[config.mk]
export PLATFORM = sky130hd
export DESIGN_NAME = mdacwp_top
export DESIGN_NICKNAME = d
export VERILOG_FILES = /design/src/mdacwp_pkg.sv /design/src/mdacwp_load_if.sv /design/src/mdacwp_top.sv /design/src/mdacwp_chan_bank.sv
export SDC_FILE = /design/constraint.sdc
export NUM_CORES = 1
export LEC_CHECK = 0
export BUFFER_PORTS_ARGS = -buffer_cell sky130_fd_sc_hd__buf_2
export CORE_AREA = 2 2 109 154
export CTS_BUF_LIST = sky130_fd_sc_hd__clkbuf_8
export CTS_CLUSTER_DIAMETER = 120
export DETAILED_ROUTE_END_ITERATION = 6
export DIE_AREA = 0 0 111 156
export HOLD_SLACK_MARGIN = 0.1
export PLACE_DENSITY = 0.85
export RECOVER_POWER = 50
export SYNTH_ARGS = -nofsm -noshare
export SYNTH_HDL_FRONTEND = slang
export SYNTH_SLANG_ARGS = --single-unit
[constraint.sdc]
create_clock -name CLOCK -period 4.45 [get_ports CLOCK]
set_clock_uncertainty 0.05 [all_clocks]
set_input_delay 0 -clock CLOCK [delete_from_list [all_inputs] [get_ports CLOCK]]
set_output_delay 0 -clock CLOCK [all_outputs]
set_load 0.02 [all_outputs]
[src/mdacwp_pkg.sv]
// Constants shared by the channel write port and its channel latch bank
package mdacwp_pkg;
	localparam int       CODE_W          = 12;     // Converter code width
	localparam int       BYTE_W          = 8;      // Host data bus width
	localparam int       CHAN_W          = 4;      // Channel field width
	localparam int       ADDR_W          = 10;     // Host I/O address width
	localparam int       SWITCH_W        = 9;      // Base switches select address bits 9..1
	localparam int       CHANNELS_FULL   = 16;     // Larger build
	localparam int       CHANNELS_HALF   = 8;      // Smaller build
	localparam logic     OFS_CODE_LOW    = 1'h0;   // code_low_byte offset
	localparam logic     OFS_CODE_HIGH   = 1'h1;   // code_high_nibble_and_channel offset
	localparam int       CODE_MSB_POS    = 0;      // Top code nibble sits at bits 3..0
	localparam int       CHAN_FIELD_POS  = 4;      // channel_select_field at bits 7..4
	localparam logic [11:0] CODE_RESET   = 12'h000;
	localparam logic [7:0]  LOW_RESET    = 8'h00;
	localparam logic [8:0]  SWITCH_RESET = 9'h000;
endpackage : mdacwp_pkg

[src/mdacwp_load_if.sv]
// Load request carried from the register decode to the channel latch bank
`timescale 1ns/10ps
`default_nettype none
interface mdacwp_load_if;
	logic        load;
	logic [3:0]  chan;
	logic [11:0] code;
	modport issuer (output load, output chan, output code);
	modport bank   (input load, input chan, input code);
endinterface : mdacwp_load_if
`default_nettype wire

[src/mdacwp_top.sv]
// Host write port of a multichannel current-output converter board
`timescale 1ns/10ps
`default_nettype none
module mdacwp_top #(
	parameter int CHANNELS = mdacwp_pkg::CHANNELS_FULL
) (
	input  wire logic                                        CLOCK,
	input  wire logic                                        RESET,
	input  wire logic                                        CLOCK_ENABLE,
	input  wire logic [mdacwp_pkg::SWITCH_W-1:0]             BASE_SWITCHES,
	input  wire logic [mdacwp_pkg::ADDR_W-1:0]               IO_ADDR,
	input  wire logic [mdacwp_pkg::BYTE_W-1:0]               IO_WDATA,
	input  wire logic                                        IO_WRITE,
	output var  logic [CHANNELS-1:0][mdacwp_pkg::CODE_W-1:0] CHANNEL_CODE,
	output var  logic [CHANNELS-1:0]                         CHANNEL_UPDATED
);
	// Top code bits carried by the second write
	localparam int NIBBLE_W = 4;

	// Only the two documented build sizes are served
	if (CHANNELS != mdacwp_pkg::CHANNELS_FULL && CHANNELS != mdacwp_pkg::CHANNELS_HALF) begin : g_bad_size
		$error("CHANNELS must be 8 or 16");
	end

	// Channel field must be able to name every fitted channel
	if (CHANNELS > (1 << mdacwp_pkg::CHAN_W)) begin : g_bad_chan_w
		$error("Channel field too narrow for CHANNELS");
	end

	// Switches cover every address bit above the offset bit
	if (mdacwp_pkg::SWITCH_W != mdacwp_pkg::ADDR_W - 1) begin : g_bad_switch_w
		$error("SWITCH_W must be ADDR_W - 1");
	end

	// Host data path is one byte wide
	if (mdacwp_pkg::BYTE_W != 8) begin : g_bad_byte_w
		$error("BYTE_W must be 8");
	end

	// Code is one staged byte plus one nibble from the second write
	if (mdacwp_pkg::CODE_W != mdacwp_pkg::BYTE_W + NIBBLE_W) begin : g_bad_code_w
		$error("CODE_W must be BYTE_W plus one nibble");
	end

	// Nibble and channel field must not overlap
	if (mdacwp_pkg::CODE_MSB_POS + NIBBLE_W > mdacwp_pkg::CHAN_FIELD_POS) begin : g_bad_nibble_pos
		$error("Code nibble overlaps the channel field");
	end

	// Channel field must stay inside the data byte
	if (mdacwp_pkg::CHAN_FIELD_POS + mdacwp_pkg::CHAN_W > mdacwp_pkg::BYTE_W) begin : g_bad_chan_pos
		$error("Channel field runs past the data byte");
	end

	// The two registers must sit at distinct offsets
	if (mdacwp_pkg::OFS_CODE_LOW == mdacwp_pkg::OFS_CODE_HIGH) begin : g_bad_offsets
		$error("Register offsets must differ");
	end

	// Whole decode-side state of the port in one record; the latch bank keeps its own
	typedef struct packed {
		// Two-stage switch synchroniser; switches are not on this clock
		logic [mdacwp_pkg::SWITCH_W-1:0] sw_meta;
		logic [mdacwp_pkg::SWITCH_W-1:0] sw_sync;
		// Staged low byte, kept across updates
		logic [mdacwp_pkg::BYTE_W-1:0]   low;
		// One-cycle load request towards the latch bank
		logic                            load;
		logic [mdacwp_pkg::CHAN_W-1:0]   chan;
		logic [mdacwp_pkg::CODE_W-1:0]   code;
	} mdacwp_port_s;

	mdacwp_port_s st_q;
	mdacwp_port_s st_d;

	// Carrier between decode and latch bank
	mdacwp_load_if load_bus ();

	// Address match against the switch-selected base plus a one-bit offset
	function automatic logic addr_hit(
		input logic [mdacwp_pkg::ADDR_W-1:0]   addr,
		input logic [mdacwp_pkg::SWITCH_W-1:0] base,
		input logic                            ofs
	);
		addr_hit = (addr[mdacwp_pkg::ADDR_W-1:1] == base) && (addr[0] == ofs);
	endfunction : addr_hit

	// Channel number from the second register's upper field
	function automatic logic [mdacwp_pkg::CHAN_W-1:0] chan_of(
		input logic [mdacwp_pkg::BYTE_W-1:0] data
	);
		chan_of = data[mdacwp_pkg::CHAN_FIELD_POS +: mdacwp_pkg::CHAN_W];
	endfunction : chan_of

	// Top code bits from the second register's lower field
	function automatic logic [NIBBLE_W-1:0] nibble_of(
		input logic [mdacwp_pkg::BYTE_W-1:0] data
	);
		nibble_of = data[mdacwp_pkg::CODE_MSB_POS +: NIBBLE_W];
	endfunction : nibble_of

	// Full code: new top nibble above the staged low byte
	function automatic logic [mdacwp_pkg::CODE_W-1:0] join_code(
		input logic [NIBBLE_W-1:0]           top,
		input logic [mdacwp_pkg::BYTE_W-1:0] low
	);
		join_code = {top, low};
	endfunction : join_code

	// Decoded strobes for the two registers
	logic                          hit_low;
	logic                          hit_high;

	// Fields of the second register
	logic [mdacwp_pkg::CHAN_W-1:0] wr_chan;
	logic [NIBBLE_W-1:0]           wr_nibble;

	// Decode uses only the synchronised switches; the first stage feeds nothing else
	assign hit_low   = IO_WRITE && addr_hit(IO_ADDR, st_q.sw_sync, mdacwp_pkg::OFS_CODE_LOW);
	assign hit_high  = IO_WRITE && addr_hit(IO_ADDR, st_q.sw_sync, mdacwp_pkg::OFS_CODE_HIGH);

	// Field split of the second register
	assign wr_chan   = chan_of(IO_WDATA);
	assign wr_nibble = nibble_of(IO_WDATA);

	// Next state: staging byte, switch sync, one-cycle load request
	always_comb begin
		st_d         = st_q;

		// Switch pipeline runs every enabled cycle
		st_d.sw_meta = BASE_SWITCHES;
		st_d.sw_sync = st_q.sw_meta;

		// Request lasts exactly one enabled cycle
		st_d.load    = 1'b0;

		// Staging only; outputs stay put until the high write arrives
		if (hit_low) begin
			st_d.low = IO_WDATA;
		end

		// Staged byte is left untouched here so it may be reused
		if (hit_high) begin
			st_d.load = 1'b1;
			st_d.chan = wr_chan;
			st_d.code = join_code(wr_nibble, st_q.low);
		end
	end

	// Freeze everything while the clock enable is low
	// A write shows on the outputs two enabled edges after its strobe
	always_ff @(posedge CLOCK) begin
		if (RESET) begin
			st_q.sw_meta <= mdacwp_pkg::SWITCH_RESET;
			st_q.sw_sync <= mdacwp_pkg::SWITCH_RESET;
			st_q.low     <= mdacwp_pkg::LOW_RESET;
			st_q.load    <= 1'b0;
			st_q.chan    <= '0;
			st_q.code    <= mdacwp_pkg::CODE_RESET;
		end else if (CLOCK_ENABLE) begin
			st_q <= st_d;
		end
	end

	// The load request with its channel and code goes to the latch bank over load_bus
	assign load_bus.load = st_q.load;
	assign load_bus.chan = st_q.chan;
	assign load_bus.code = st_q.code;

	// Latch bank owns every output flip-flop
	mdacwp_chan_bank #(
		.CHANNELS (CHANNELS)
	) u_bank (
		.clock   (CLOCK),
		.reset   (RESET),
		.enable  (CLOCK_ENABLE),
		.req     (load_bus),
		.codes   (CHANNEL_CODE),
		.updated (CHANNEL_UPDATED)
	);
endmodule : mdacwp_top
`default_nettype wire

[src/mdacwp_chan_bank.sv]
// Per-channel converter code latches with one-cycle update pulses
`timescale 1ns/10ps
`default_nettype none
module mdacwp_chan_bank #(
	parameter int CHANNELS = mdacwp_pkg::CHANNELS_FULL
) (
	input  wire logic                                    clock,
	input  wire logic                                    reset,
	input  wire logic                                    enable,
	mdacwp_load_if.bank                                  req,
	output var  logic [CHANNELS-1:0][mdacwp_pkg::CODE_W-1:0] codes,
	output var  logic [CHANNELS-1:0]                     updated
);
	typedef struct packed {
		logic [CHANNELS-1:0][mdacwp_pkg::CODE_W-1:0] code;
		logic [CHANNELS-1:0]                         upd;
	} mdacwp_bank_s;

	mdacwp_bank_s st_q;
	mdacwp_bank_s st_d;

	// Plain binary channel index; unfitted channels match nothing and are dropped
	always_comb begin
		st_d     = st_q;
		st_d.upd = '0;
		for (int i = 0; i < CHANNELS; i++) begin
			if (req.load && (req.chan == i[3:0])) begin
				st_d.code[i] = req.code;
				st_d.upd[i]  = 1'b1;
			end
		end
	end

	// Latches are cleared only so outputs are known; software must still load each one
	always_ff @(posedge clock) begin
		if (reset) begin
			st_q.code <= {CHANNELS{mdacwp_pkg::CODE_RESET}};
			st_q.upd  <= '0;
		end else if (enable) begin
			st_q <= st_d;
		end
	end

	assign codes   = st_q.code;
	assign updated = st_q.upd;
endmodule : mdacwp_chan_bank
`default_nettype wire

Yosys cells after proc, flatten, opt, wreduce, memory -nomap -nowiden
Index checks and enable logic that the tools add are counted.

Bits in registers: 251. Word-level logic and storage cells: 96. Output and inout bits: 208. Bits of input ports: 31.

Bitwise operators: 1. Reduce and logical (&&, ||, !) cells: 39. Eq/ne operators: 16. Muxes and demuxes: 17.

Operators by type and width (count): $reduce_and A2 Y1 (18); $eq A4 B4 Y1 const B (8); $logic_and A1 B1 Y1 (20); $mux W17 (1); $eq A4 B3 Y1 const B (4); $mux W1 (16); $eq A9 B9 Y1 (1); $eq A4 B2 Y1 const B (2); $eq A4 B1 Y1 const B (1); $logic_not A4 Y1 (1); $not A1 Y1 (1).

Longest topological paths before layout
Gate-level depths: netlist (run 1).

Depth after elaboration: 4. Depth in mapped cells: 7. Depth with buffers taken out: 4.

Modules after synthesis
Synthesis (run 1) repeated with hierarchy kept, for this count alone.

Cells, all modules: 925. Area, all modules: 10022.1 um^2.

Modules (own cells, without submodules): mdacwp_chan_bank (times used 1, cells an instance 735, area each 8184.1 um^2, seq. area each 4164.0 um^2); mdacwp_top (times used 1, cells an instance 190, area each 1838.0 um^2, seq. area each 860.8 um^2).

Worst setup path before layout (run 1)
No wires, ideal clock.

Kind: register to register. Start point: register st_q[30] (netlist name). End point: register, netlist name load_bus.chan[0]. Buffers on the path: 1. Arrival time: 1.299 ns. Clock period less this slack: 1.481 ns. Slack: 2.969 ns. Data required time: 4.268 ns. Library setup time: 0.132 ns. Stages on the path, launching flop included: 6. Cell sequence: dfxtp_1 xnor2_1 nand4_1 clkbuf_1 o31ai_1 a21oi_1.

Cells in the longest elaborated chain, start to end: 4.

RTL lines: start, declared (line mdacwp_top.sv:73) `mdacwp_port_s st_q;`; start signal, assigned (line mdacwp_top.sv:161) `st_q <= st_d;`; $eq A9 B9 Y1 (line mdacwp_top.sv:85) `addr_hit = (addr[mdacwp_pkg::ADDR_W-1:1] == base) && (addr[0] == ofs);`; $logic_and A1 B1 Y1 (line mdacwp_top.sv:85); $logic_and A1 B1 Y1 (line mdacwp_top.sv:120) `assign hit_high = IO_WRITE && addr_hit(IO_ADDR, st_q.sw_sync, mdacwp_pkg::OFS_CODE_HIGH);`; $reduce_and A2 Y1 (no line).

Every way passes these cells. A chain may end at the register's enable or synchronous reset.

Final worst setup path (run 1)
Start point: input port RESET. End point: register u_bank.st_q, in the netlist u_bank.codes[148].

RTL lines: start, declared (line mdacwp_top.sv:8) `input wire logic RESET,`; end signal, assigned (line mdacwp_chan_bank.sv:40) `st_q <= st_d;`; end, declared (line mdacwp_chan_bank.sv:19) `mdacwp_bank_s st_q;`.

No word-level cell between the ends.

==> report_table.html, run 1 <==
<table>
<tr><th>Metric</th><th>Value</th></tr>
<tr><th colspan="2">Timing</th></tr>
<tr><td>Hold Fails Final Rpt</td><td>0</td></tr>
<tr><td>Achievable frequency</td><td>303 MHz</td></tr>
<tr><td>Unrepaired setup endpoints after global routing</td><td>false</td></tr>
<tr><td>Number of max-slew violations in the final report</td><td>155</td></tr>
<tr><td>Worst-case hold slack</td><td>0.193 ns</td></tr>
<tr><td>Final period utilization</td><td>74.3%</td></tr>
<tr><td>Max-slew headroom</td><td>-97.9%</td></tr>
<tr><td>Transition at the pin with the smallest max-transition slack</td><td>2.97 ns</td></tr>
<tr><td>Setup TNS</td><td>0 ns</td></tr>
<tr><td>Min cycle time layout</td><td>3.30 ns</td></tr>
<tr><td>Final setup vio count</td><td>0</td></tr>
<tr><th colspan="2">Layout</th></tr>
<tr><td>Fillcell total</td><td>1,330</td></tr>
<tr><td>Diodes inserted</td><td>0</td></tr>
<tr><td>Layout cell share with drive strength beyond 1</td><td>6.70%</td></tr>
<tr><td>Nets</td><td>1,337</td></tr>
<tr><td>Layout-stage area growth over the synthesis result</td><td>20.8%</td></tr>
<tr><th colspan="2">Synthesis</th></tr>
<tr><td>Count of warnings emitted by yosys</td><td>0</td></tr>
<tr><td>Synthesized Nets</td><td>1,112</td></tr>
<tr><td>Post-synthesis instance total</td><td>1,081</td></tr>
<tr><td>Share of synthesized area occupied by flip-flops and latches</td><td>54.4%</td></tr>
<tr><td>Count of distinct cell types in the synthesized netlist</td><td>27</td></tr>
<tr><td>Synth Cell Area</td><td>9240 sq um</td></tr>
<tr><td>#FFs+latches synth</td><td>251</td></tr>
<tr><td>Most area-hungry cell type in the Yosys netlist</td><td>sky130_fd_sc_hd__dfxtp_1</td></tr>
<tr><td>Top cells by area in the synthesized netlist</td><td>sky130_fd_sc_hd__dfxtp_1 (54%), sky130_fd_sc_hd__nand2_1 (11%), sky130_fd_sc_hd__a21oi_1 (9.6%), sky130_fd_sc_hd__mux2i_1 (8.0%), sky130_fd_sc_hd__nor2_1 (3.1%)</td></tr>
<tr><td>Average cell area after synthesis</td><td>8.54 sq um</td></tr>
<tr><td>Share of the synthesized area in the top cell type</td><td>54.4%</td></tr>
<tr><th colspan="2">Floorplan</th></tr>
<tr><td>Die area</td><td>17,300 sq um</td></tr>
<tr><td>Placeable core region</td><td>15,900 sq um</td></tr>
<tr><td>Height of the chip</td><td>156 um</td></tr>
<tr><td>FP Rows</td><td>55</td></tr>
<tr><td>Num ports</td><td>239</td></tr>
<tr><td>Horizontal extent of the die</td><td>111 um</td></tr>
<tr><td>Starting density of the core</td><td>58.1%</td></tr>
<tr><th colspan="2">Worst setup path</th></tr>
<tr><td>Arrival time at the worst endpoint</td><td>3.62 ns</td></tr>
<tr><td>Largest fanout on the critical path</td><td>154</td></tr>
<tr><td>CP Capture Type</td><td>flip-flop</td></tr>
<tr><td>Required arrival time at the worst endpoint</td><td>4.76 ns</td></tr>
<tr><td>Element type at the critical path start</td><td>input pin</td></tr>
<tr><td>Setup Crit Path Kind</td><td>in2reg</td></tr>
<tr><th colspan="2">Placed design</th></tr>
<tr><td>Port-buffer cells</td><td>238</td></tr>
<tr><td>HPWL reported at the end of detailed placement</td><td>16,100 um</td></tr>
<tr><td>Routability-driven placement congestion ratio</td><td>0.800</td></tr>
<tr><th colspan="2">Drt</th></tr>
<tr><td>Violation count after the first detailed-route iteration</td><td>769</td></tr>
<tr><td>Pre-Repair DR Iteration Count</td><td>6</td></tr>
<tr><td>Via count</td><td>8,442</td></tr>
<tr><td>Routed wire length</td><td>27,000 um</td></tr>
<tr><td>DRC viols</td><td>0</td></tr>
<tr><td>Final antenna-violating net count</td><td>0</td></tr>
<tr><td>Average wire per standard cell</td><td>17.7 um</td></tr>
<tr><td>Vias per Instance</td><td>5.53</td></tr>
<tr><th colspan="2">Pwr</th></tr>
<tr><td>LEAKAGE</td><td>3.77 nW</td></tr>
<tr><td>Power per Cell Area</td><td>376 nW/um^2</td></tr>
<tr><td>Max IR drop VDD</td><td>274 uV</td></tr>
<tr><th colspan="2">Status</th></tr>
<tr><td>Outcome</td><td>finished with violations</td></tr>
<tr><td>Violations in the final reports</td><td>capacitance limit, slew limit</td></tr>
<tr><th colspan="2">Flow run</th></tr>
<tr><td>Number of max-cap violations</td><td>1</td></tr>
<tr><th colspan="2">Clock tree</th></tr>
<tr><td>Clock transition time at the flip-flop clock pins of the worst setup and hold paths</td><td>0.07 ns</td></tr>
<tr><td>Clock buffers created by TritonCTS</td><td>37</td></tr>
<tr><td>Count of clock tree sinks</td><td>251</td></tr>
<tr><td>CTS tree</td><td>yes</td></tr>
<tr><td>Clock H-tree levels</td><td>2</td></tr>
<tr><td>Clock latency reported for the late side of the worst-skew pair</td><td>0.50 ns</td></tr>
<tr><td>Max Root-Sink Buffers</td><td>3</td></tr>
<tr><td>PostCTS Resize Cnt</td><td>0</td></tr>
<tr><td>CTS Root Cell</td><td>sky130_fd_sc_hd__clkbuf_8</td></tr>
<tr><th colspan="2">Worst hold path</th></tr>
<tr><td>Worst Hold Class</td><td>in2reg</td></tr>
<tr><th colspan="2">Global routing</th></tr>
<tr><td>Global-route usage over all layers</td><td>29.8%</td></tr>
<tr><td>First-pass GRT wire length</td><td>41,700 um</td></tr>
<tr><td>Pin count of the biggest net entering global routing</td><td>155</td></tr>
<tr><td>Number of global-route vias before repair</td><td>7,954</td></tr>
<tr><td>Initial antenna violation count</td><td>0</td></tr>
<tr><td>Sum of overflow across all layers after global routing</td><td>0</td></tr>
</table>
-- synth_stat cells --
library cell / n
sky130_fd_sc_hd__nand2b_1: 19
sky130_fd_sc_hd__buf_4: 4
sky130_fd_sc_hd__mux2i_1: 74
sky130_fd_sc_hd__buf_2: 33
sky130_fd_sc_hd__clkinv_1: 1
sky130_fd_sc_hd__buf_1: 3
sky130_fd_sc_hd__and3_1: 1
sky130_fd_sc_hd__nand4b_2: 1
sky130_fd_sc_hd__nor2b_1: 1
sky130_fd_sc_hd__nand4b_1: 3
sky130_fd_sc_hd__buf_6: 1
sky130_fd_sc_hd__nand3_1: 40
sky130_fd_sc_hd__a21oi_1: 177
sky130_fd_sc_hd__xnor2_1: 9
sky130_fd_sc_hd__and4bb_1: 1
sky130_fd_sc_hd__nor3_1: 3
sky130_fd_sc_hd__nand4_1: 20
sky130_fd_sc_hd__and4b_1: 2
sky130_fd_sc_hd__nor2_2: 3
sky130_fd_sc_hd__dfxtp_1: 251
sky130_fd_sc_hd__nor3_4: 1
sky130_fd_sc_hd__and4_1: 2
sky130_fd_sc_hd__and2b_1: 2
sky130_fd_sc_hd__clkbuf_1: 60
sky130_fd_sc_hd__o31ai_1: 16
sky130_fd_sc_hd__nand2_1: 276
sky130_fd_sc_hd__nor2_1: 77
-- worst paths after layout --
kind	start	end	slack (ns)	depth (start not counted)
hold reg to reg	u_bank.codes[134]	u_bank.codes[134]	0.40	2
hold / removal	IO_ADDR[0]	load_bus.code[0]	0.19	4
setup reg to reg	st_q[32]	load_bus.code[10]	1.63	5
setup / recovery	RESET	u_bank.codes[148]	1.15	4
-- final cells by class --
type                    instances  area (sq um)  area share, %
well taps                     199           249           2.23
flip-flops and latches        251          5020           45.0
clock buffers                  44           606           5.43
multi-input cells             728          3760           33.7
inverters                       1          3.75         0.0337
repair buffers                287          1410           12.6
clock inverters                17          98.8          0.886
-- timing repair --
item | CTS | global route
endpoints found under the hold margin | 75 | 0
setup buffers | 0 | 0
hold buffers | 44 | 0
-- layout by cell type (no fill, tap or decap), types with 20 or more instances in the layout --
master                          Yosys  routed
sky130_fd_sc_hd__dlygate4sd3_1      0      44
sky130_fd_sc_hd__mux2i_1           74      74
sky130_fd_sc_hd__clkbuf_8           0      44
sky130_fd_sc_hd__buf_2             33      29
sky130_fd_sc_hd__nor2_1            77      77
sky130_fd_sc_hd__a21oi_1          177     177
sky130_fd_sc_hd__dfxtp_1          251     251
sky130_fd_sc_hd__nand4_1           20      20
sky130_fd_sc_hd__nand2_1          276     276
sky130_fd_sc_hd__clkbuf_1          60     208
sky130_fd_sc_hd__nand3_1           40      40
-- critical path, stage by stage --
cell and delay [ns]:
sky130_fd_sc_hd__dlygate4sd3_1 0.53, sky130_fd_sc_hd__clkbuf_2 2.08, sky130_fd_sc_hd__buf_4 0.78, sky130_fd_sc_hd__nor2_1 0.13
-- state kept, by name, summed over array words and instances, names as in the netlist --
name,cells
st_d,9
u_bank.codes,192
u_bank.updated,16
load_bus.chan,4
st_q,17
load_bus.code,12
load_bus.load,1
-- per-layer routing --
layer,up-vias,global-route usage (%),wire length (um)
met2,383,51.4,13500
met1,3936,34.7,10300
met4,0,16.3,1230
met3,91,6.37,1980
met5,-,0,0
li1,4032,-,-
-- report_power, final --
part           internal, mW  switching [mW]  total [mW]
Clock                 0.952           0.846        1.80
Combinational        0.0555          0.0810       0.136
Sequential             2.25         0.00499        2.26
Total                  3.26           0.932        4.19
-- cells by family after synthesis --
logic type             after synthesis  share of synthesized area (%)
AO/OA/AOI/OAI                      193                           10.9
XOR/XNOR                             9                          0.854
buffers and inverters              102                           4.84
flip-flops                         251                           54.4
multiplexers                        74                           8.02
AND/OR/NAND/NOR                    452                           21.0
-- per-stage QoR --
stage	worst slack, ns	std cells	instance area (sq um)	util (%)	power, mW
floorplan	2.97	1081	9240	-	2.38
global placement	2.02	1422	10300	64.6	2.41
detailed placement	1.97	1422	10300	64.6	2.41
CTS	1.65	1527	11400	71.8	4.19
global route	0.994	1527	11200	70.2	4.32
finish	1.15	1527	11200	70.2	4.19
Power figures use the tool's default switching activity.
==> run 2, diff against run 1 <==
- ABC_AREA: unset -> 1
- CORE_AREA: 2 2 109 154 -> 2 2 119 167
- DIE_AREA: 0 0 111 156 -> 0 0 121 169
- PLACE_DENSITY: 0.85 -> 0.76
- clock period: 4.45 -> 2.8 ns (I/O delays scaled with it)
==> run 2 against run 1 <==
The flow now finishes without violations; combinational power up 57%; flip-flop and latch count unchanged; core utilization down 11 points; die area up 18%; non-clock buffer count up 10; wire length up 3.1%; clock-buffer cell count up 9; via count up 3.9%; critical path type is now reg2reg; largest cell class unchanged; highest routed layer unchanged.
==> report_table.html, run 2 <==
<table>
<tr><th>Metric</th><th>Value</th></tr>
<tr><th colspan="2">Synthesis</th></tr>
<tr><td>Share of synthesized area occupied by flip-flops and latches</td><td>54.9%</td></tr>
<tr><td>Most area-hungry cell type in the Yosys netlist</td><td>sky130_fd_sc_hd__dfxtp_1</td></tr>
<tr><td>Cell with the most instances after synthesis</td><td>sky130_fd_sc_hd__dfxtp_1</td></tr>
<tr><td>Post-synthesis instance total</td><td>1,139</td></tr>
<tr><td>Synthesized Nets</td><td>1,170</td></tr>
<tr><td>Synth Cell Area</td><td>9160 sq um</td></tr>
<tr><td>Count of distinct cell types in the synthesized netlist</td><td>24</td></tr>
<tr><td>Share of the synthesized area in the top cell type</td><td>54.9%</td></tr>
<tr><td>Asr flop ratio synth</td><td>0%</td></tr>
<tr><td>Average cell area after synthesis</td><td>8.04 sq um</td></tr>
<tr><td>Number of enable flip-flop cells after synthesis</td><td>0</td></tr>
<tr><td>Top cells by area in the synthesized netlist</td><td>sky130_fd_sc_hd__dfxtp_1 (55%), sky130_fd_sc_hd__a21oi_1 (12%), sky130_fd_sc_hd__nand2_1 (7.5%), sky130_fd_sc_hd__o21ai_0 (5.7%), sky130_fd_sc_hd__nand3_1 (5.4%)</td></tr>
<tr><td>Most frequent cells after synthesis</td><td>sky130_fd_sc_hd__dfxtp_1 (251), sky130_fd_sc_hd__a21oi_1 (214), sky130_fd_sc_hd__nand2_1 (182)</td></tr>
<tr><td>#FFs+latches synth</td><td>251</td></tr>
<tr><td>Post-synth top flop</td><td>sky130_fd_sc_hd__dfxtp_1</td></tr>
<tr><td>Count of warnings emitted by yosys</td><td>0</td></tr>
<tr><th colspan="2">Timing</th></tr>
<tr><td>Number of max-slew violations in the final report</td><td>0</td></tr>
<tr><td>Final setup vio count</td><td>0</td></tr>
<tr><td>Unrepaired setup endpoints after global routing</td><td>false</td></tr>
<tr><td>Achievable frequency</td><td>385 MHz</td></tr>
<tr><td>Transition at the pin with the smallest max-transition slack</td><td>1.12 ns</td></tr>
<tr><td>Setup TNS</td><td>0 ns</td></tr>
<tr><td>Final period utilization</td><td>92.8%</td></tr>
<tr><td>Setup ws final</td><td>0.203 ns</td></tr>
<tr><td>Min cycle time layout</td><td>2.60 ns</td></tr>
<tr><td>Max-slew headroom</td><td>25.5%</td></tr>
<tr><td>Hold Fails Final Rpt</td><td>0</td></tr>
<tr><th colspan="2">Worst setup path</th></tr>
<tr><td>Setup Crit Path Kind</td><td>reg2reg</td></tr>
<tr><td>Number of buffer and inverter stages on the critical path</td><td>3</td></tr>
<tr><td>Element type at the critical path start</td><td>flip-flop</td></tr>
<tr><td>Max incr delay on CP</td><td>0.67 ns</td></tr>
<tr><td>Largest fanout on the critical path</td><td>17</td></tr>
<tr><td>Kind of cell adding the most delay to the critical path</td><td>buffers and inverters</td></tr>
<tr><td>Slowest cell on the critical path</td><td>sky130_fd_sc_hd__dlygate4sd3_1</td></tr>
<tr><td>CP Capture Type</td><td>flip-flop</td></tr>
<tr><td>List of cells traversed by the critical path</td><td>inv_2 -&gt; nand2_1 -&gt; nand2_1 -&gt; nand3_1 -&gt; nor2_4 -&gt; dlygate4sd3_1 -&gt; nand3_4 -&gt; dlygate4sd3_1 -&gt; a21oi_1</td></tr>
<tr><td>Arrival time at the worst endpoint</td><td>2.98 ns</td></tr>
<tr><td>Required arrival time at the worst endpoint</td><td>3.18 ns</td></tr>
<tr><th colspan="2">Status</th></tr>
<tr><td>Outcome</td><td>finished, final reports clean</td></tr>
<tr><th colspan="2">Flow run</th></tr>
<tr><td>Number of max-cap violations</td><td>0</td></tr>
<tr><th colspan="2">Global routing</th></tr>
<tr><td>Global-route usage over all layers</td><td>26.6%</td></tr>
<tr><td>Initial antenna violation count</td><td>0</td></tr>
<tr><td>Pin count of the biggest net entering global routing</td><td>108</td></tr>
<tr><td>Sum of overflow across all layers after global routing</td><td>0</td></tr>
<tr><td>First-pass GRT wire length</td><td>43,100 um</td></tr>
<tr><td>Number of global-route vias before repair</td><td>8,243</td></tr>
<tr><th colspan="2">Floorplan</th></tr>
<tr><td>FP Rows</td><td>60</td></tr>
<tr><td>Die area</td><td>20,400 sq um</td></tr>
<tr><td>Placeable core region</td><td>19,000 sq um</td></tr>
<tr><td>Height of the chip</td><td>169 um</td></tr>
<tr><td>Num ports</td><td>239</td></tr>
<tr><td>Starting density of the core</td><td>48.2%</td></tr>
<tr><td>Horizontal extent of the die</td><td>121 um</td></tr>
<tr><th colspan="2">Clock tree</th></tr>
<tr><td>CTS tree</td><td>yes</td></tr>
<tr><td>Clock H-tree levels</td><td>2</td></tr>
<tr><td>CTS Root Cell</td><td>sky130_fd_sc_hd__clkbuf_8</td></tr>
<tr><td>Clock buffers created by TritonCTS</td><td>37</td></tr>
<tr><td>Clock latency reported for the late side of the worst-skew pair</td><td>0.52 ns</td></tr>
<tr><td>Clock transition time at the flip-flop clock pins of the worst setup and hold paths</td><td>0.07 ns</td></tr>
<tr><td>Count of clock tree sinks</td><td>251</td></tr>
<tr><td>Max Root-Sink Buffers</td><td>3</td></tr>
<tr><th colspan="2">Placed design</th></tr>
<tr><td>HPWL reported at the end of detailed placement</td><td>17,600 um</td></tr>
<tr><td>Port-buffer cells</td><td>238</td></tr>
<tr><td>Area after detailed placement</td><td>10,300 sq um</td></tr>
<tr><td>Placement-stage worst setup slack</td><td>0.894 ns</td></tr>
<tr><td>Routability-driven placement congestion ratio</td><td>0.825</td></tr>
<tr><th colspan="2">Layout</th></tr>
<tr><td>Layout cell share with drive strength beyond 1</td><td>9.25%</td></tr>
<tr><td>Leading cell type in the layout, fill and taps excluded</td><td>sky130_fd_sc_hd__dfxtp_1</td></tr>
<tr><td>Top library cells by usage in the layout, fill and taps aside</td><td>sky130_fd_sc_hd__dfxtp_1 (251), sky130_fd_sc_hd__a21oi_1 (214), sky130_fd_sc_hd__clkbuf_1 (210)</td></tr>
<tr><td>Final Util</td><td>59.6%</td></tr>
<tr><td>Fillcell total</td><td>1,799</td></tr>
<tr><td>Sequential cell area</td><td>5020 sq um</td></tr>
<tr><td>Area taken by multi-input logic gates</td><td>3410 sq um</td></tr>
<tr><td>Nets</td><td>1,412</td></tr>
<tr><td>Layout-stage area growth over the synthesis result</td><td>23.7%</td></tr>
<tr><td>Diodes inserted</td><td>0</td></tr>
<tr><td>Final design instance area without fill</td><td>11,300 sq um</td></tr>
<tr><td>Flip-flop count of the largest register after layout</td><td>192</td></tr>
<tr><th colspan="2">Pwr</th></tr>
<tr><td>Power per Cell Area</td><td>612 nW/um^2</td></tr>
<tr><td>Max IR drop VDD</td><td>412 uV</td></tr>
<tr><td>LEAKAGE</td><td>4.26 nW</td></tr>
<tr><th colspan="2">Drt</th></tr>
<tr><td>Vias per Instance</td><td>5.30</td></tr>
<tr><td>Final antenna-violating net count</td><td>0</td></tr>
<tr><td>Routed wire length</td><td>27,800 um</td></tr>
<tr><td>Met2 Wirelength</td><td>13,900 um</td></tr>
<tr><td>Highest signal layer in the routed design</td><td>met4</td></tr>
<tr><td>Total length of routed met3 wires</td><td>1790 um</td></tr>
<tr><td>Via count</td><td>8,774</td></tr>
<tr><td>DRC viols</td><td>0</td></tr>
<tr><td>Violation count after the first detailed-route iteration</td><td>781</td></tr>
<tr><td>Routed met1 length</td><td>11,100 um</td></tr>
<tr><td>Average wire per standard cell</td><td>16.8 um</td></tr>
<tr><td>Pre-Repair DR Iteration Count</td><td>7</td></tr>
<tr><th colspan="2">Worst hold path</th></tr>
<tr><td>Worst Hold Class</td><td>in2reg</td></tr>
</table>
[run 2: changes by cell type after synthesis, moves of 19 or more]
cell | previous run | this run
sky130_fd_sc_hd__o21ai_0 | 0 | 104
sky130_fd_sc_hd__nand3_1 | 40 | 99
sky130_fd_sc_hd__nor2_1 | 77 | 58
sky130_fd_sc_hd__inv_1 | 0 | 54
sky130_fd_sc_hd__nand2b_1 | 19 | 0
sky130_fd_sc_hd__mux2i_1 | 74 | 0
sky130_fd_sc_hd__a21oi_1 | 177 | 214
sky130_fd_sc_hd__nand2_1 | 276 | 182
[run 2: worst reg2reg max path, stage by stage, from the launching register on]
cell                            delay [ns]
sky130_fd_sc_hd__dfxtp_1              0.32
sky130_fd_sc_hd__inv_2                0.05
sky130_fd_sc_hd__nand2_1              0.04
sky130_fd_sc_hd__nand2_1              0.05
sky130_fd_sc_hd__nand3_1              0.10
sky130_fd_sc_hd__nor2_4               0.26
sky130_fd_sc_hd__dlygate4sd3_1        0.64
sky130_fd_sc_hd__nand3_4              0.20
sky130_fd_sc_hd__dlygate4sd3_1        0.67
sky130_fd_sc_hd__a21oi_1              0.12
[run 2: stage by stage]
step | hold WS, ns | std cells | power, mW
floorplan | 0.0849 | 1139 | 3.79
global placement | 0.172 | 1543 | 3.84
detailed placement | 0.178 | 1543 | 3.85
CTS | 0.107 | 1654 | 6.98
global route | 0.193 | 1654 | 7.16
finish | 0.150 | 1654 | 6.93
[run 2: cell families (layout without fill, tap and decap cells)]
kind of cell | after synthesis | in the layout | synth area share (%)
compound gates | 328 | 328 | 17.9
xor+xnor | 4 | 4 | 0.382
buf+inv | 172 | 439 | 7.98
flops | 251 | 251 | 54.9
simple gates | 384 | 384 | 18.9
[run 2: power by group]
| group | internal, mW | switching, mW |
|---|---|---|
| clock | 1.76 | 1.36 |
| combinational | 0.0807 | 0.133 |
| sequential | 3.59 | 0.00863 |
| total | 5.43 | 1.50 |
[run 2: per-layer routing]
layer  GRT usage, %  up-vias
met5              0        -
met4           11.7        0
met3           5.73       75
met2           45.7      343
met1           31.8     4098
li1               -     4258
[run 2: area by class of cell]
cell class / instances / area share (%)
flip-flops and latches: 251 / 44.4
well taps: 248 / 2.74
clock buffers: 53 / 6.44
repair buffers: 297 / 13.1
inverters: 78 / 2.58
multi-input cells: 716 / 30.1
clock inverters: 11 / 0.674
[run 2: final timing paths]
kind | startpoint | end | slack (ns) | cells after the start
worst max-delay path | st_q[30] | load_bus.load | 0.20 | 9
worst min-delay path | IO_ADDR[3] | st_q[24] | 0.15 | 8
worst max register to register | st_q[30] | load_bus.load | 0.20 | 9
worst min register to register | u_bank.codes[2] | u_bank.codes[2] | 0.41 | 2
[run 2: repair_timing]
| action | 4_1_cts | 5_1_grt |
|---|---|---|
| setup buffers | 0 | 0 |
| hold endpoints to repair | 58 | 0 |
| hold buffers | 47 | 0 |
| setup endpoints to repair | 0 | 1 |
| resized for setup | 0 | 1 |
==> run 3, diff against run 2 <==
- CORE_AREA: 2 2 119 167 -> 2 2 140 142
- DIE_AREA: 0 0 121 169 -> 0 0 142 144
==> run 3 against run 2 <==
Worst setup slack better by 0.032 ns; die area about the same; hold slack got worse by 0.0083 ns; clock-buffer cell count fell by 7; fmax grew 1.3%.
==> report_table.html, run 3 (synthesized netlist as in run 2, its figures left out) <==
<table>
<tr><th>Metric</th><th>Value</th></tr>
<tr><th colspan="2">Status</th></tr>
<tr><td>Outcome</td><td>finished, final reports clean</td></tr>
<tr><th colspan="2">Floorplan</th></tr>
<tr><td>Num ports</td><td>239</td></tr>
<tr><td>Horizontal extent of the die</td><td>142 um</td></tr>
<tr><td>Starting density of the core</td><td>48.0%</td></tr>
<tr><td>Die area</td><td>20,400 sq um</td></tr>
<tr><td>Placeable core region</td><td>19,100 sq um</td></tr>
<tr><td>Height of the chip</td><td>144 um</td></tr>
<tr><td>FP Rows</td><td>51</td></tr>
<tr><th colspan="2">Timing</th></tr>
<tr><td>Max-slew headroom</td><td>34.2%</td></tr>
<tr><td>Hold Fails Final Rpt</td><td>0</td></tr>
<tr><td>Final period utilization</td><td>91.6%</td></tr>
<tr><td>Final setup vio count</td><td>0</td></tr>
<tr><td>Min cycle time layout</td><td>2.57 ns</td></tr>
<tr><td>Transition at the pin with the smallest max-transition slack</td><td>0.988 ns</td></tr>
<tr><td>Worst-case hold slack</td><td>0.141 ns</td></tr>
<tr><td>Unrepaired setup endpoints after global routing</td><td>false</td></tr>
<tr><td>Setup TNS</td><td>0 ns</td></tr>
<tr><td>Number of max-slew violations in the final report</td><td>0</td></tr>
<tr><td>Achievable frequency</td><td>390 MHz</td></tr>
<tr><th colspan="2">Clock tree</th></tr>
<tr><td>Clock H-tree levels</td><td>2</td></tr>
<tr><td>CTS tree</td><td>yes</td></tr>
<tr><td>Clock transition time at the flip-flop clock pins of the worst setup and hold paths</td><td>0.06 ns</td></tr>
<tr><td>CTS Root Cell</td><td>sky130_fd_sc_hd__clkbuf_8</td></tr>
<tr><td>Max Root-Sink Buffers</td><td>3</td></tr>
<tr><td>Clock buffers created by TritonCTS</td><td>40</td></tr>
<tr><td>Clock latency reported for the late side of the worst-skew pair</td><td>0.54 ns</td></tr>
<tr><td>Count of clock tree sinks</td><td>251</td></tr>
<tr><th colspan="2">Drt</th></tr>
<tr><td>Final antenna-violating net count</td><td>0</td></tr>
<tr><td>Via count</td><td>8,746</td></tr>
<tr><td>Violation count after the first detailed-route iteration</td><td>712</td></tr>
<tr><td>Average wire per standard cell</td><td>16.8 um</td></tr>
<tr><td>DRC viols</td><td>0</td></tr>
<tr><td>Vias per Instance</td><td>5.27</td></tr>
<tr><td>Routed wire length</td><td>27,800 um</td></tr>
<tr><td>Pre-Repair DR Iteration Count</td><td>6</td></tr>
<tr><th colspan="2">Placed design</th></tr>
<tr><td>Routability-driven placement congestion ratio</td><td>0.803</td></tr>
<tr><td>Port-buffer cells</td><td>238</td></tr>
<tr><td>HPWL reported at the end of detailed placement</td><td>17,300 um</td></tr>
<tr><th colspan="2">Layout</th></tr>
<tr><td>Sequential cell area</td><td>5020 sq um</td></tr>
<tr><td>Area taken by multi-input logic gates</td><td>3410 sq um</td></tr>
<tr><td>Leading cell type in the layout, fill and taps excluded</td><td>sky130_fd_sc_hd__dfxtp_1</td></tr>
<tr><td>Layout-stage area growth over the synthesis result</td><td>23.9%</td></tr>
<tr><td>Top library cells by usage in the layout, fill and taps aside</td><td>sky130_fd_sc_hd__dfxtp_1 (251), sky130_fd_sc_hd__a21oi_1 (214), sky130_fd_sc_hd__clkbuf_1 (208)</td></tr>
<tr><td>Nets</td><td>1,426</td></tr>
<tr><td>Diodes inserted</td><td>0</td></tr>
<tr><td>Fillcell total</td><td>1,780</td></tr>
<tr><td>Flip-flop count of the largest register after layout</td><td>192</td></tr>
<tr><td>Layout cell share with drive strength beyond 1</td><td>9.35%</td></tr>
<tr><th colspan="2">Global routing</th></tr>
<tr><td>Global-route usage over all layers</td><td>26.6%</td></tr>
<tr><td>Sum of overflow across all layers after global routing</td><td>0</td></tr>
<tr><td>Initial antenna violation count</td><td>0</td></tr>
<tr><td>First-pass GRT wire length</td><td>42,800 um</td></tr>
<tr><td>Number of global-route vias before repair</td><td>8,122</td></tr>
<tr><td>Pin count of the biggest net entering global routing</td><td>112</td></tr>
<tr><th colspan="2">Worst setup path</th></tr>
<tr><td>Cell repeated most along the worst path</td><td>sky130_fd_sc_hd__nand2_1</td></tr>
<tr><td>Largest fanout on the critical path</td><td>17</td></tr>
<tr><td>Element type at the critical path start</td><td>flip-flop</td></tr>
<tr><td>CP Capture Type</td><td>flip-flop</td></tr>
<tr><td>Arrival time at the worst endpoint</td><td>2.98 ns</td></tr>
<tr><td>Kind of cell adding the most delay to the critical path</td><td>buffers and inverters</td></tr>
<tr><td>Required arrival time at the worst endpoint</td><td>3.22 ns</td></tr>
<tr><td>Slowest cell on the critical path</td><td>sky130_fd_sc_hd__dlygate4sd3_1</td></tr>
<tr><td>List of cells traversed by the critical path</td><td>inv_1 -&gt; nand2_1 -&gt; nand2_1 -&gt; nor2_1 -&gt; nand2_1 -&gt; nor2_4 -&gt; dlygate4sd3_1 -&gt; nand3_4 -&gt; dlygate4sd3_1 -&gt; a21oi_1</td></tr>
<tr><td>Max incr delay on CP</td><td>0.65 ns</td></tr>
<tr><td>Setup Crit Path Kind</td><td>reg2reg</td></tr>
<tr><td>Number of buffer and inverter stages on the critical path</td><td>3</td></tr>
<tr><th colspan="2">Pwr</th></tr>
<tr><td>Max IR drop VDD</td><td>450 uV</td></tr>
<tr><td>LEAKAGE</td><td>4.33 nW</td></tr>
<tr><td>Power per Cell Area</td><td>591 nW/um^2</td></tr>
<tr><th colspan="2">Flow run</th></tr>
<tr><td>Number of max-cap violations</td><td>0</td></tr>
<tr><th colspan="2">Worst hold path</th></tr>
<tr><td>Worst Hold Class</td><td>in2reg</td></tr>
</table>
==> run 3: cell count changes in the layout (fill, tap and decap cells not counted), sizes merged <==
cell	before	now
buf	38	48
bufinv	1	0
clkbuf	265	255
clkinv	14	15
clkinvlp	2	1
dlygate4sd3	47	51
inv	72	85
==> run 3: worst register-to-register path, cell delays in order (launching register included) <==
cell	delay [ns]
sky130_fd_sc_hd__dfxtp_1	0.33
sky130_fd_sc_hd__inv_1	0.05
sky130_fd_sc_hd__nand2_1	0.05
sky130_fd_sc_hd__nand2_1	0.05
sky130_fd_sc_hd__nor2_1	0.09
sky130_fd_sc_hd__nand2_1	0.08
sky130_fd_sc_hd__nor2_4	0.20
sky130_fd_sc_hd__dlygate4sd3_1	0.63
sky130_fd_sc_hd__nand3_4	0.19
sky130_fd_sc_hd__dlygate4sd3_1	0.66
sky130_fd_sc_hd__a21oi_1	0.12
==> run 3: area by class of cell <==
cell class,instances,area share [%]
repair buffers,308,14.1
multi-input cells,716,30.0
inverters,78,2.58
clock buffers,46,5.58
flip-flops and latches,251,44.3
well taps,238,2.62
clock inverters,23,0.871
==> run 3: timing repair <==
item | 4_1_cts | 5_1_grt
hold buffers | 51 | 0
resized for setup | 0 | 0
endpoints found under the setup margin | 0 | 1
setup buffers | 0 | 5
endpoints found under the hold margin | 87 | 0
==> run 3: through the flow <==
step	instance area (sq um)	std cells	utilization (%)	total power [mW]	worst slack, ns
floorplan	9160	1139	-	3.79	1.44
global placement	10300	1535	54.2	3.85	0.973
detailed placement	10300	1535	54.2	3.85	0.930
CTS	11600	1655	60.7	6.76	0.159
global route	11400	1660	59.5	6.93	0.0335
finish	11400	1660	59.5	6.71	0.235
==> run 3: metal layers <==
layer | global-route usage, % | vias to the layer above | wire length (um)
li1 | - | 4286 | -
met1 | 34.7 | 4030 | 11900
met2 | 42.9 | 387 | 12800
met3 | 7.19 | 43 | 2570
met4 | 8.95 | 0 | 597
met5 | 0 | - | 0
==> run 3: worst paths after layout <==
kind | startpoint | to | slack (ns) | depth (start not counted)
worst max-delay path | st_q[33] | load_bus.load | 0.23 | 10
worst min register to register | u_bank.codes[6] | u_bank.codes[6] | 0.41 | 2
worst max register to register | st_q[33] | load_bus.load | 0.23 | 10
worst min-delay path | IO_ADDR[5] | st_q[21] | 0.14 | 8
==> run 3: where the power goes <==
group / internal, mW / total, mW / switching (mW)
clock: 1.49 / 2.89 / 1.39
combinational: 0.0903 / 0.222 / 0.132
sequential: 3.59 / 3.60 / 0.00863
